### src/logic/mpm_pkg.sv
package mpm_pkg;
    // Clock and switching frequency range
    localparam int CLK_HZ = 125_000_000;
    localparam int FSW_MIN_HZ = 200_000;
    localparam int FSW_MAX_HZ = 1_000_000;
    localparam logic [15:0] PER_MIN = 16'(CLK_HZ / FSW_MAX_HZ);
    localparam logic [15:0] PER_MAX = 16'(CLK_HZ / FSW_MIN_HZ);
    localparam logic [15:0] PER_RST = 16'h00FA;
    // Boot refresh low-side pulse width
    localparam int REFR_W_NS = 200;
    localparam int CLK_NS = 8;
    localparam logic [7:0] REFR_W_CYC =
        8'((REFR_W_NS + CLK_NS - 1) / CLK_NS);
    // Register byte offsets
    localparam logic [7:0] OFF_CTRL = 8'h00;
    localparam logic [7:0] OFF_MAP = 8'h04;
    localparam logic [7:0] OFF_PER = 8'h08;
    localparam logic [7:0] OFF_PW0 = 8'h0C;
    localparam logic [7:0] OFF_PW1 = 8'h10;
    localparam logic [7:0] OFF_TH = 8'h14;
    localparam logic [7:0] OFF_DLY = 8'h18;
    localparam logic [7:0] OFF_FAST = 8'h1C;
    localparam logic [7:0] OFF_REFR = 8'h20;
    localparam logic [7:0] OFF_VOUT = 8'h24;
    localparam logic [7:0] OFF_VLIM = 8'h3C;
    localparam logic [7:0] OFF_STAT = 8'h44;
    localparam logic [7:0] OFF_IMEAS = 8'h48;
    localparam logic [7:0] OFF_TCOMP = 8'h4C;
    // Control bits and margin codes
    localparam int CTRL_EN = 0;
    localparam int CTRL_AUTO = 1;
    localparam int CTRL_MRG = 2;
    localparam logic [1:0] MRG_HI = 2'h1;
    localparam logic [1:0] MRG_LO = 2'h2;
    // Field positions of map, status and limits
    localparam int MAP_USED = 8;
    localparam int STAT_ADDR = 8;
    localparam int STAT_CFG = 16;
    localparam int HI_HALF = 16;
    // Reference temperature of current sense, degrees C
    localparam logic signed [8:0] T_REF = 9'sh019;
    localparam int TC_SH = 16;
    // Strap level to target address, level 0 in the low bits
    localparam logic [111:0] ADDR_LUT = {
        7'h5D, 7'h5C, 7'h59, 7'h58, 7'h55, 7'h54, 7'h51, 7'h50,
        7'h45, 7'h44, 7'h41, 7'h40, 7'h65, 7'h64, 7'h61, 7'h60};
    // Strap capture states
    typedef enum logic [3:0] {
        MPM_SYNC = 4'h1,
        MPM_SETTLE = 4'h2,
        MPM_LATCH = 4'h4,
        MPM_RUN = 4'h8
    } mpm_strap_t;
endpackage

### src/logic/mpm_phase_mgr.sv
// The implementer's own choices: the APB slave port and the register addresses.
`timescale 1ns/10ps
module mpm_phase_mgr #(
    parameter int NPH = 7
) (
    input  wire logic               pclk,
    input  wire logic               presetn,
    input  wire logic               psel,
    input  wire logic               penable,
    input  wire logic               pwrite,
    input  wire logic [7:0]         paddr,
    input  wire logic [31:0]        pwdata,
    output logic      [31:0]        prdata,
    output logic                    pready,
    output logic                    pslverr,
    input  wire logic [3:0]         address_strap_pin,
    input  wire logic [2:0]         config_strap_pin,
    input  wire logic [15:0]        i_sense0,
    input  wire logic [15:0]        i_sense1,
    input  wire logic signed [7:0]  temp_sense,
    input  wire logic signed [15:0] reg_err0,
    input  wire logic signed [15:0] reg_err1,
    output logic      [NPH-1:0]     pwm_out,
    output logic      [NPH-1:0]     pwm_en,
    output logic      [NPH-1:0]     lowside_on,
    output logic      [6:0]         pmbus_addr,
    output logic      [2:0]         config_index,
    output logic      [15:0]        vout_target0,
    output logic      [15:0]        vout_target1
);
    if (NPH < 1 || NPH > 7) begin : g_chk
        $error("NPH must be 1 to 7");
    end

    logic [31:0] ctrl_reg, ctrl_next, map_reg, map_next, th_reg, th_next;
    logic [31:0] pw_reg [2], pw_next [2], vlim_reg [2], vlim_next [2];
    logic [15:0] per_reg, per_next, dly_reg, dly_next, refr_reg;
    logic [15:0] refr_next, fast_reg, fast_next, vreg_reg [6];
    logic [15:0] vreg_next [6], icor_reg [2], icor_next [2];
    logic [7:0]  tc_reg, tc_next;
    logic [31:0] prdata_next;
    logic        wr, rd_setup, hit;
    logic [15:0] wv;
    logic [3:0]  sa_s1, sa_s2;
    logic [2:0]  cs_s1, cs_s2;
    mpm_pkg::mpm_strap_t st_reg, st_next;
    logic [6:0]  addr_next;
    logic [2:0]  cfg_next;

    assign wr = psel & penable & pwrite;
    assign rd_setup = psel & ~penable & ~pwrite;
    assign pready = 1'b1;
    assign pslverr = psel & penable & ~hit;
    assign wv = pwdata[15:0];

    // Register file writes and read data capture
    always_comb
    begin
        ctrl_next = ctrl_reg;
        map_next = map_reg;
        per_next = per_reg;
        th_next = th_reg;
        dly_next = dly_reg;
        fast_next = fast_reg;
        refr_next = refr_reg;
        tc_next = tc_reg;
        pw_next = pw_reg;
        vlim_next = vlim_reg;
        vreg_next = vreg_reg;
        prdata_next = prdata;
        hit = 1'b1;
        case (paddr)
            mpm_pkg::OFF_CTRL: prdata_next = ctrl_reg;
            mpm_pkg::OFF_MAP: prdata_next = map_reg;
            mpm_pkg::OFF_PER: prdata_next = {16'h0000, per_reg};
            mpm_pkg::OFF_PW0: prdata_next = pw_reg[0];
            mpm_pkg::OFF_PW1: prdata_next = pw_reg[1];
            mpm_pkg::OFF_TH: prdata_next = th_reg;
            mpm_pkg::OFF_DLY: prdata_next = {16'h0000, dly_reg};
            mpm_pkg::OFF_FAST: prdata_next = {16'h0000, fast_reg};
            mpm_pkg::OFF_REFR: prdata_next = {16'h0000, refr_reg};
            mpm_pkg::OFF_VLIM: prdata_next = vlim_reg[0];
            mpm_pkg::OFF_VLIM + 8'h04: prdata_next = vlim_reg[1];
            mpm_pkg::OFF_STAT: prdata_next = 32'({config_index, 1'b0,
                pmbus_addr, 1'b0, 7'(pwm_en)});
            mpm_pkg::OFF_IMEAS: prdata_next = {icor_reg[1], icor_reg[0]};
            mpm_pkg::OFF_TCOMP: prdata_next = {24'h000000, tc_reg};
            default:
            begin
                hit = 1'b0;
                prdata_next = 32'h00000000;
                for (int k = 0; k < 6; k++)
                    if (paddr == mpm_pkg::OFF_VOUT + 8'(4 * k))
                    begin
                        hit = 1'b1;
                        prdata_next = {16'h0000, vreg_reg[k]};
                    end
            end
        endcase
        if (!rd_setup)
            prdata_next = prdata;
        if (wr)
        begin
            case (paddr)
                mpm_pkg::OFF_CTRL: ctrl_next = pwdata;
                mpm_pkg::OFF_MAP: map_next = pwdata;
                mpm_pkg::OFF_PER:
                    per_next = wv < mpm_pkg::PER_MIN ? mpm_pkg::PER_MIN :
                        wv > mpm_pkg::PER_MAX ? mpm_pkg::PER_MAX : wv;
                mpm_pkg::OFF_PW0: pw_next[0] = pwdata;
                mpm_pkg::OFF_PW1: pw_next[1] = pwdata;
                mpm_pkg::OFF_TH: th_next = pwdata;
                mpm_pkg::OFF_DLY: dly_next = wv;
                mpm_pkg::OFF_FAST: fast_next = wv;
                mpm_pkg::OFF_REFR: refr_next = wv;
                mpm_pkg::OFF_VLIM: vlim_next[0] = pwdata;
                mpm_pkg::OFF_VLIM + 8'h04: vlim_next[1] = pwdata;
                mpm_pkg::OFF_TCOMP: tc_next = pwdata[7:0];
                default:
                    for (int k = 0; k < 6; k++)
                        if (paddr == mpm_pkg::OFF_VOUT + 8'(4 * k))
                            vreg_next[k] = wv;
            endcase
        end
    end

    always_ff @(posedge pclk or negedge presetn)
    begin
        if (!presetn)
        begin
            ctrl_reg <= 32'h00000000;
            map_reg <= 32'h00000000;
            per_reg <= mpm_pkg::PER_RST;
            th_reg <= 32'h00000000;
            dly_reg <= 16'h0000;
            fast_reg <= 16'h7FFF;
            refr_reg <= 16'h0000;
            tc_reg <= 8'h00;
            pw_reg <= '{default: 32'h00000000};
            vlim_reg <= '{default: 32'hFFFF0000};
            vreg_reg <= '{default: 16'h0000};
            prdata <= 32'h00000000;
        end
        else
        begin
            ctrl_reg <= ctrl_next;
            map_reg <= map_next;
            per_reg <= per_next;
            th_reg <= th_next;
            dly_reg <= dly_next;
            fast_reg <= fast_next;
            refr_reg <= refr_next;
            tc_reg <= tc_next;
            pw_reg <= pw_next;
            vlim_reg <= vlim_next;
            vreg_reg <= vreg_next;
            prdata <= prdata_next;
        end
    end

    // Strap capture once the synchronisers have settled
    always_comb
    begin
        st_next = st_reg;
        addr_next = pmbus_addr;
        cfg_next = config_index;
        unique case (st_reg)
            mpm_pkg::MPM_SYNC: st_next = mpm_pkg::MPM_SETTLE;
            // Second synchroniser stage must hold the pin before latching
            mpm_pkg::MPM_SETTLE: st_next = mpm_pkg::MPM_LATCH;
            mpm_pkg::MPM_LATCH:
            begin
                addr_next = mpm_pkg::ADDR_LUT[7 * sa_s2 +: 7];
                cfg_next = cs_s2;
                st_next = mpm_pkg::MPM_RUN;
            end
            mpm_pkg::MPM_RUN: st_next = mpm_pkg::MPM_RUN;
            default: st_next = mpm_pkg::MPM_SYNC;
        endcase
    end

    always_ff @(posedge pclk or negedge presetn)
    begin
        if (!presetn)
        begin
            sa_s1 <= 4'h0;
            sa_s2 <= 4'h0;
            cs_s1 <= 3'h0;
            cs_s2 <= 3'h0;
            st_reg <= mpm_pkg::MPM_SYNC;
            pmbus_addr <= 7'h00;
            config_index <= 3'h0;
        end
        else
        begin
            sa_s1 <= address_strap_pin;
            sa_s2 <= sa_s1;
            cs_s1 <= config_strap_pin;
            cs_s2 <= cs_s1;
            st_reg <= st_next;
            pmbus_addr <= addr_next;
            config_index <= cfg_next;
        end
    end

    // Current correction, clamps, phase counts and modulator
    logic [15:0] isns [2], vsel [2], vt_next [2], tmr_reg [2], tmr_next [2];
    logic signed [15:0] err [2];
    logic [2:0]  act_reg [2], act_next [2], nasn [2], cnt [2];
    logic [NPH-1:0] amask, o1, used, pwm_next, en_next, ls_next;
    logic [15:0] cyc_reg, cyc_next, rc_reg, rc_next, rel, off, lead;
    logic [15:0] ton, vt_q0, vt_q1;
    logic [7:0]  rw_reg, rw_next;
    logic signed [8:0]  dt;
    logic signed [33:0] prod;
    logic [18:0] dlim, alim, alim_chk;
    logic        on;

    assign isns = '{i_sense0, i_sense1};
    assign err = '{reg_err0, reg_err1};
    assign o1 = map_reg[NPH-1:0];
    assign used = map_reg[mpm_pkg::MAP_USED +: NPH];
    assign vout_target0 = vt_q0;

    always_comb
    begin
        dt = 9'(temp_sense) - mpm_pkg::T_REF;
        prod = 34'sh000000000;
        for (int o = 0; o < 2; o++)
        begin
            // Copper coefficient times temperature rise
            prod = $signed({18'h00000, isns[o]}) * $signed({1'b0, tc_reg})
                * dt;
            icor_next[o] = 16'(isns[o] - 16'(prod >>> mpm_pkg::TC_SH));
            if (prod > 0 && 16'(prod >>> mpm_pkg::TC_SH) > isns[o])
                icor_next[o] = 16'h0000;
            case (ctrl_reg[mpm_pkg::CTRL_MRG + 2 * o +: 2])
                mpm_pkg::MRG_HI: vsel[o] = vreg_reg[3 * o + 1];
                mpm_pkg::MRG_LO: vsel[o] = vreg_reg[3 * o + 2];
                default: vsel[o] = vreg_reg[3 * o];
            endcase
            vt_next[o] = vsel[o] < vlim_reg[o][15:0] ? vlim_reg[o][15:0] :
                vsel[o] > vlim_reg[o][31:16] ? vlim_reg[o][31:16] :
                vsel[o];
            nasn[o] = 3'h0;
            for (int i = 0; i < NPH; i++)
                if (used[i] && o1[i] == o[0])
                    nasn[o] = nasn[o] + 3'h1;
            dlim = 19'(th_reg[15:0]) * 19'(act_reg[o] - 3'h1);
            alim = 19'(th_reg[31:16]) * 19'(act_reg[o]);
            act_next[o] = act_reg[o];
            tmr_next[o] = 16'h0000;
            if (!ctrl_reg[mpm_pkg::CTRL_AUTO] || !ctrl_reg[mpm_pkg::CTRL_EN]
                || act_reg[o] > nasn[o])
                act_next[o] = nasn[o];
            else if (err[o] > $signed(fast_reg))
                act_next[o] = nasn[o];
            else if ({3'h0, icor_reg[o]} > alim && act_reg[o] < nasn[o])
                act_next[o] = act_reg[o] + 3'h1;
            else if ({3'h0, icor_reg[o]} < dlim && act_reg[o] > 3'h1)
            begin
                tmr_next[o] = tmr_reg[o] + 16'h0001;
                if (tmr_next[o] >= dly_reg)
                begin
                    act_next[o] = act_reg[o] - 3'h1;
                    tmr_next[o] = 16'h0000;
                end
            end
        end
        // Output zero keeps lowest phases, output one keeps highest
        cnt = '{3'h0, 3'h0};
        amask = '0;
        for (int i = 0; i < NPH; i++)
            if (used[i] && !o1[i])
            begin
                amask[i] = cnt[0] < act_reg[0];
                cnt[0] = cnt[0] + 3'h1;
            end
        for (int i = NPH - 1; i >= 0; i--)
            if (used[i] && o1[i])
            begin
                amask[i] = cnt[1] < act_reg[1];
                cnt[1] = cnt[1] + 3'h1;
            end
        // Fixed period counter; phase slots evenly spread
        cyc_next = cyc_reg >= per_reg - 16'h0001 ? 16'h0000 :
            cyc_reg + 16'h0001;
        pwm_next = '0;
        for (int i = 0; i < NPH; i++)
        begin
            off = 16'((32'(per_reg) * i) / NPH);
            rel = cyc_reg >= off ? cyc_reg - off : cyc_reg + per_reg - off;
            lead = pw_reg[o1[i]][31:16];
            ton = pw_reg[o1[i]][15:0];
            on = rel >= lead && {1'b0, rel} < {1'b0, lead} + {1'b0, ton};
            pwm_next[i] = on & amask[i] & ctrl_reg[mpm_pkg::CTRL_EN];
        end
        en_next = used & amask & {NPH{ctrl_reg[mpm_pkg::CTRL_EN]}};
        rc_next = rc_reg + 16'h0001;
        rw_next = rw_reg == 8'h00 ? 8'h00 : rw_reg - 8'h01;
        if (refr_reg != 16'h0000 && rc_reg >= refr_reg - 16'h0001)
        begin
            rc_next = 16'h0000;
            rw_next = mpm_pkg::REFR_W_CYC;
        end
        ls_next = (rw_reg != 8'h00) ? used & ~amask : '0;
    end
    assign vout_target1 = vt_q1;

    always_ff @(posedge pclk or negedge presetn)
    begin
        if (!presetn)
        begin
            icor_reg <= '{default: 16'h0000};
            act_reg <= '{default: 3'h0};
            tmr_reg <= '{default: 16'h0000};
            cyc_reg <= 16'h0000;
            rc_reg <= 16'h0000;
            rw_reg <= 8'h00;
            pwm_out <= '0;
            pwm_en <= '0;
            lowside_on <= '0;
            vt_q0 <= 16'h0000;
            vt_q1 <= 16'h0000;
        end
        else
        begin
            icor_reg <= icor_next;
            act_reg <= act_next;
            tmr_reg <= tmr_next;
            cyc_reg <= cyc_next;
            rc_reg <= rc_next;
            rw_reg <= rw_next;
            pwm_out <= pwm_next;
            pwm_en <= en_next;
            lowside_on <= ls_next;
            vt_q0 <= vt_next[0];
            vt_q1 <= vt_next[1];
        end
    end

    // Checks on the phase manager
    chk_period_bound: assert property (@(posedge pclk)
        disable iff (!presetn) per_reg >= mpm_pkg::PER_MIN &&
        per_reg <= mpm_pkg::PER_MAX) else $error("period out of range");
    chk_vout_clamp: assert property (@(posedge pclk)
        disable iff (!presetn) vlim_reg[0][15:0] <= vlim_reg[0][31:16] &&
        $stable(vlim_reg[0]) |=> vt_q0 >= $past(vlim_reg[0][15:0]) &&
        vt_q0 <= $past(vlim_reg[0][31:16])) else $error("vout unclamped");
    chk_drop_step: assert property (@(posedge pclk)
        disable iff (!presetn) act_reg[0] < $past(act_reg[0]) &&
        $past(act_reg[0]) <= $past(nasn[0]) |->
        act_reg[0] == $past(act_reg[0]) - 3'h1) else $error("multi drop");
    chk_fast_add: assert property (@(posedge pclk)
        disable iff (!presetn) err[1] > $signed(fast_reg) |=>
        act_reg[1] == $past(nasn[1])) else $error("fast add missed");
    chk_add_now: assert property (@(posedge pclk)
        disable iff (!presetn) ctrl_reg[1:0] == 2'h3 &&
        err[0] <= $signed(fast_reg) && act_reg[0] < nasn[0] &&
        {3'h0, icor_reg[0]} > alim_chk |=>
        act_reg[0] == $past(act_reg[0]) + 3'h1) else $error("add late");
    assign alim_chk = 19'(th_reg[31:16]) * 19'(act_reg[0]);
    chk_auto_off: assert property (@(posedge pclk)
        disable iff (!presetn) !ctrl_reg[mpm_pkg::CTRL_AUTO] |=>
        act_reg[1] == $past(nasn[1])) else $error("phase count wrong");
    chk_refresh_idle: assert property (@(posedge pclk)
        disable iff (!presetn) (lowside_on & pwm_en) == '0 &&
        (lowside_on & pwm_out) == '0) else $error("refresh on live");
    chk_addr_hold: assert property (@(posedge pclk)
        disable iff (!presetn) st_reg == mpm_pkg::MPM_RUN &&
        $past(st_reg) == mpm_pkg::MPM_RUN |-> $stable(pmbus_addr) &&
        $stable(config_index)) else $error("address moved");
    chk_pwm_gate: assert property (@(posedge pclk)
        disable iff (!presetn) (pwm_out & ~pwm_en) == '0)
        else $error("pulse on idle phase");
endmodule

### config.mk
export PLATFORM = sky130hd
export DESIGN_NAME = mpm_phase_mgr
export DESIGN_NICKNAME = d
export VERILOG_FILES = /design/src/logic/mpm_pkg.sv /design/src/logic/mpm_phase_mgr.sv
export SDC_FILE = /design/constraint.sdc
export NUM_CORES = 2
export LEC_CHECK = 0
export BUFFER_PORTS_ARGS = -buffer_cell sky130_fd_sc_hd__buf_4
export CORE_ASPECT_RATIO = 1.4
export CORE_MARGIN = 3
export CORE_UTILIZATION = 35
export CTS_BUF_LIST = sky130_fd_sc_hd__clkbuf_4
export CTS_CLUSTER_DIAMETER = 40
export DETAILED_ROUTE_END_ITERATION = 12
export HOLD_SLACK_MARGIN = 0.03
export PLACE_DENSITY = 0.58
export SYNTH_ARGS = -nofsm -noshare
export SYNTH_HDL_FRONTEND = slang
export SYNTH_SLANG_ARGS = --single-unit
### constraint.sdc
create_clock -name pclk -period 21.3 [get_ports pclk]
set_input_delay 4.26 -clock pclk [delete_from_list [all_inputs] [get_ports pclk]]
set_output_delay 4.26 -clock pclk [all_outputs]
set_load 0.005 [all_outputs]
==> run_results.csv <==
group,metric,value,unit
grt,grt_pass1_vias,90100,
grt,grt-ovfl-total,0,
power_and_ir_drop,internal_power,5.85,mW
yosys,synthCells,11900,
floorplan,initial_utilization,0.352,
setup_path,start_kind,"flip-flop",
timing,max_freq,49.8,MHz
setup_path,crit_path_max_incr_delay,0.61,ns
timing,maxSlewHeadroom,0.106,
timing,fin_skew,0.211,ns
power_and_ir_drop,swShare,0.550,
yosys,synth_xor_area_frac,0.0606,
clock_network,clk_pin_slew_worst_paths,0.08,ns
yosys,netlist-cell-type-count,132,
place,place_congestion,0.989,
place,portBuffers,218,
run_status,status,"complete, no violations",
clock_network,cts_max_level,4,
routing,wire_per_inst,24.0,um
power_and_ir_drop,peakVddDrop,0.135,mV
place,place_hpwl,297000,um
clock_network,clock_latency,1.15,ns
floorplan,die_area,291000,um^2
clock_network,cts_sinks,614,
finish,drive_gt1_frac,0.135,
power_and_ir_drop,p_per_area,120,nW/um^2
floorplan,io_pins,221,
yosys,synth.avg_cell_area,8.35,um^2
place,preCtsSetupSlack,0.437,ns
setup_path,worstSetupPathType,"flip-flop to flip-flop",
setup_path,critPathSlowestCell,"or4b_1",
routing,drtPass1Iterations,10,
clock_network,clockBufferDepth,4,
job,cap_violations,0,
routing,vias,90800,
setup_path,cp.required,22.13,ns
finish,area_growth,9.47,%
yosys,synth_edf_count,0,
floorplan,die_w,457,um
routing,ant_nets,0,
yosys,synth_compound_area_frac,0.175,
grt,antenna_found_initial,48,
routing,drc,0,
setup_path,cp-end-kind,"flip-flop",
yosys,ys.warnings.count,0,
yosys,ys_seq_area_frac,0.155,
routing,via_per_inst,5.68,
timing,hold_violations,0,
timing,finalSetupViolCount,0,
floorplan,die_h,637,um
power_and_ir_drop,clkPwrFrac,0.082,
finish,largest_register_ffs,96,
timing,rsz0062_at_grt,"yes",
timing,worst_slack,1.21,ns
clock_network,cts-buffers-inserted,154,
finish,fillerInstances,29000,
clock_network,root_buffer,"clkbuf_4",
power_and_ir_drop,combPwrFrac,0.815,
yosys,synth_top_family_by_area,"adder cells",
finish,instances_no_fill,16000,
setup_path,crit_path_max_fanout,13,
floorplan,core_area,283000,um^2
timing,timing.final.crit_share,0.943,
yosys,synthSimpleGateAreaFrac,0.177,
power_and_ir_drop,p_sw,7.17,mW
finish,nets,14100,
routing,drt-total-wl,383000,um
grt,grt_max_degree,143,
yosys,async_flop_share,1.00,
timing,period_needed,20.09,ns
routing,drt_iter0_drc,6923,
yosys,post_synth_fa_ha_maj_area_fraction,0.280,
yosys,ys.flop_type,"dfrtp_1",
timing,slew_viol_final,0,
setup_path,critPathArrivalTime,20.92,ns
yosys,ys_ff_latch,614,
clock_network,cts_tree,"yes",
floorplan,row_count,231,
setup_path,cpMostUsedCell,"a21oi_1",
timing,tightest_slew,1.33,ns
grt,grt_pass1_wl,569000,um
power_and_ir_drop,leakage,51.7,nW
yosys,synth_area,99500,um^2
place,dp_cells,15700,
yosys,muxShareOfSynthArea,0.0827,
yosys,synth_nets,13900,
power_and_ir_drop,seqPwrFrac,0.104,
min_path,min_path_type,"flip-flop to flip-flop",
grt,grt_usage,0.256,
[final cells by class]
cell class,instances,area [um^2],share of cell area
Sequential cell,614,15400,0.142
Inverter,1400,5260,0.0482
Clock buffer,217,1630,0.0150
Multi-Input combinational cell,9456,77900,0.715
Clock inverter,47,295,0.00271
Tap cell,3728,4660,0.0428
Timing Repair Buffer,492,3720,0.0341
Antenna cell,23,57.6,0.000528
[path summary, 6_finish.rpt]
| check | to | from | slack [ns] | cells after the start |
|---|---|---|---|---|
| max | pwm_out[4] | per_reg[12] | 1.21 | 86 |
| min | cs_s2[1] | cs_s1[1] | 0.35 | 0 |
| max reg2reg | pwm_out[4] | per_reg[12] | 1.21 | 86 |
| min reg2reg | cs_s2[1] | cs_s1[1] | 0.35 | 0 |
| max in group asynchronous | pwm_out[4] | presetn | 14.88 | 4 |
| min in group asynchronous | st_reg[1] | presetn | 3.18 | 1 |
[worst max-delay path: cells and delay by family, from the launching register on]
| kind | cells | cell delay, ns |
|---|---|---|
| AOI/OAI and AO/OA | 43 | 9.32 |
| and+or+nand+nor | 26 | 5.93 |
| adders and majority gates | 6 | 1.88 |
| buffers and inverters | 6 | 1.09 |
| xor gates and xnor gates | 4 | 0.71 |
| DFF | 1 | 0.52 |
| muxes | 1 | 0.39 |
[cell usage after synthesis, types with 124 or more instances]
master | number | area [um^2]
fa_1 | 590 | 11800
clkbuf_1 | 360 | 1350
nand2_1 | 971 | 3640
nor2b_1 | 230 | 1440
mux2i_1 | 131 | 1310
nand3_1 | 271 | 1360
mux2_2 | 610 | 6870
inv_1 | 1387 | 5210
nor2_1 | 651 | 2440
ha_1 | 1268 | 15900
o21bai_1 | 169 | 1270
o21ai_0 | 576 | 2880
dfrtp_1 | 560 | 14000
a21o_1 | 178 | 1340
a21oi_1 | 752 | 3760
nor3_1 | 169 | 846
xnor2_1 | 552 | 4830
nand4_1 | 124 | 776
and2_1 | 223 | 1400
nand2b_1 | 403 | 2520
xor2_1 | 135 | 1180
a22oi_1 | 139 | 1040
[layer usage]
metal | up-vias | wire [um] | track usage
met3 | 1139 | 23400 | 0.0385
li1 | 42000 | - | -
met2 | 3296 | 181000 | 0.432
met5 | - | 215 | 0
met4 | 34 | 34500 | 0.198
met1 | 44300 | 144000 | 0.292
[what timing repair did]
action | 4_1_cts | 5_1_grt
setup endpoints to repair | 0 | 6
setup buffers | 0 | 9
gates resized for setup | 0 | 89
hold buffers | 0 | 0
hold endpoints to repair | 0 | 0
[cell usage in the layout, fill, tap and decap left out, types with 32 or more instances in the layout]
cell / count
nor4_1: 70
clkinv_1: 34
a22o_1: 38
and2_1: 222
nand4_1: 124
inv_1: 1387
xor2_1: 129
a21boi_0: 35
nand3b_1: 32
a22oi_1: 139
buf_4: 489
nor3_1: 158
nor2b_1: 229
fa_1: 590
nand2_1: 971
a31oi_1: 100
a211oi_1: 77
o21ai_0: 573
dfrtp_1: 554
or3_1: 45
xnor2_1: 533
and3_1: 75
a21o_1: 176
o211ai_1: 52
a21oi_1: 744
or4_1: 34
dfstp_2: 54
nand2b_1: 402
o31ai_1: 65
nor2_1: 637
a221oi_1: 52
o21a_1: 39
nand3_1: 270
o21bai_1: 169
mux2_2: 610
clkbuf_4: 217
mux2i_1: 128
ha_1: 1267
or2_2: 50
[stage by stage]
| step | power, mW | instance area (um^2) | util | hold slack (ns) | setup TNS, ns |
|---|---|---|---|---|---|
| after detailed placement | 11.6 | 106000 | 0.376 | 0.337 | 0 |
| after CTS | 12.7 | 108000 | 0.383 | 0.353 | 0 |
| after global routing | 14.4 | 109000 | 0.385 | 0.360 | -0.217 |
| final | 13.0 | 109000 | 0.385 | 0.351 | 0 |
| after floorplan | 8.85 | 99500 | - | 0.331 | 0 |
| after global placement | 11.6 | 106000 | 0.376 | 0.332 | 0 |
[power groups by stage]
stage               clock (mW)  combinational, mW  sequential [mW]
CTS                       1.09               10.3             1.35
global placement             0               10.2             1.37
finish                    1.06               10.6             1.35
floorplan                    0               7.56             1.29
global route              1.13               11.9             1.35
detailed placement           0               10.2             1.37
[logic make-up (layout without fill, tap and decap cells)]
group,Yosys count,after routing
AND/OR/NAND/NOR,3477,3477
AO/OA/AOI/OAI,2670,2670
adder cells (fa/ha/maj),1875,1875
buffers and inverters,1850,2156
multiplexers,744,744
XOR/XNOR,688,688
flip-flops,614,614
other,2,25
Power figures use the tool's default switching activity.
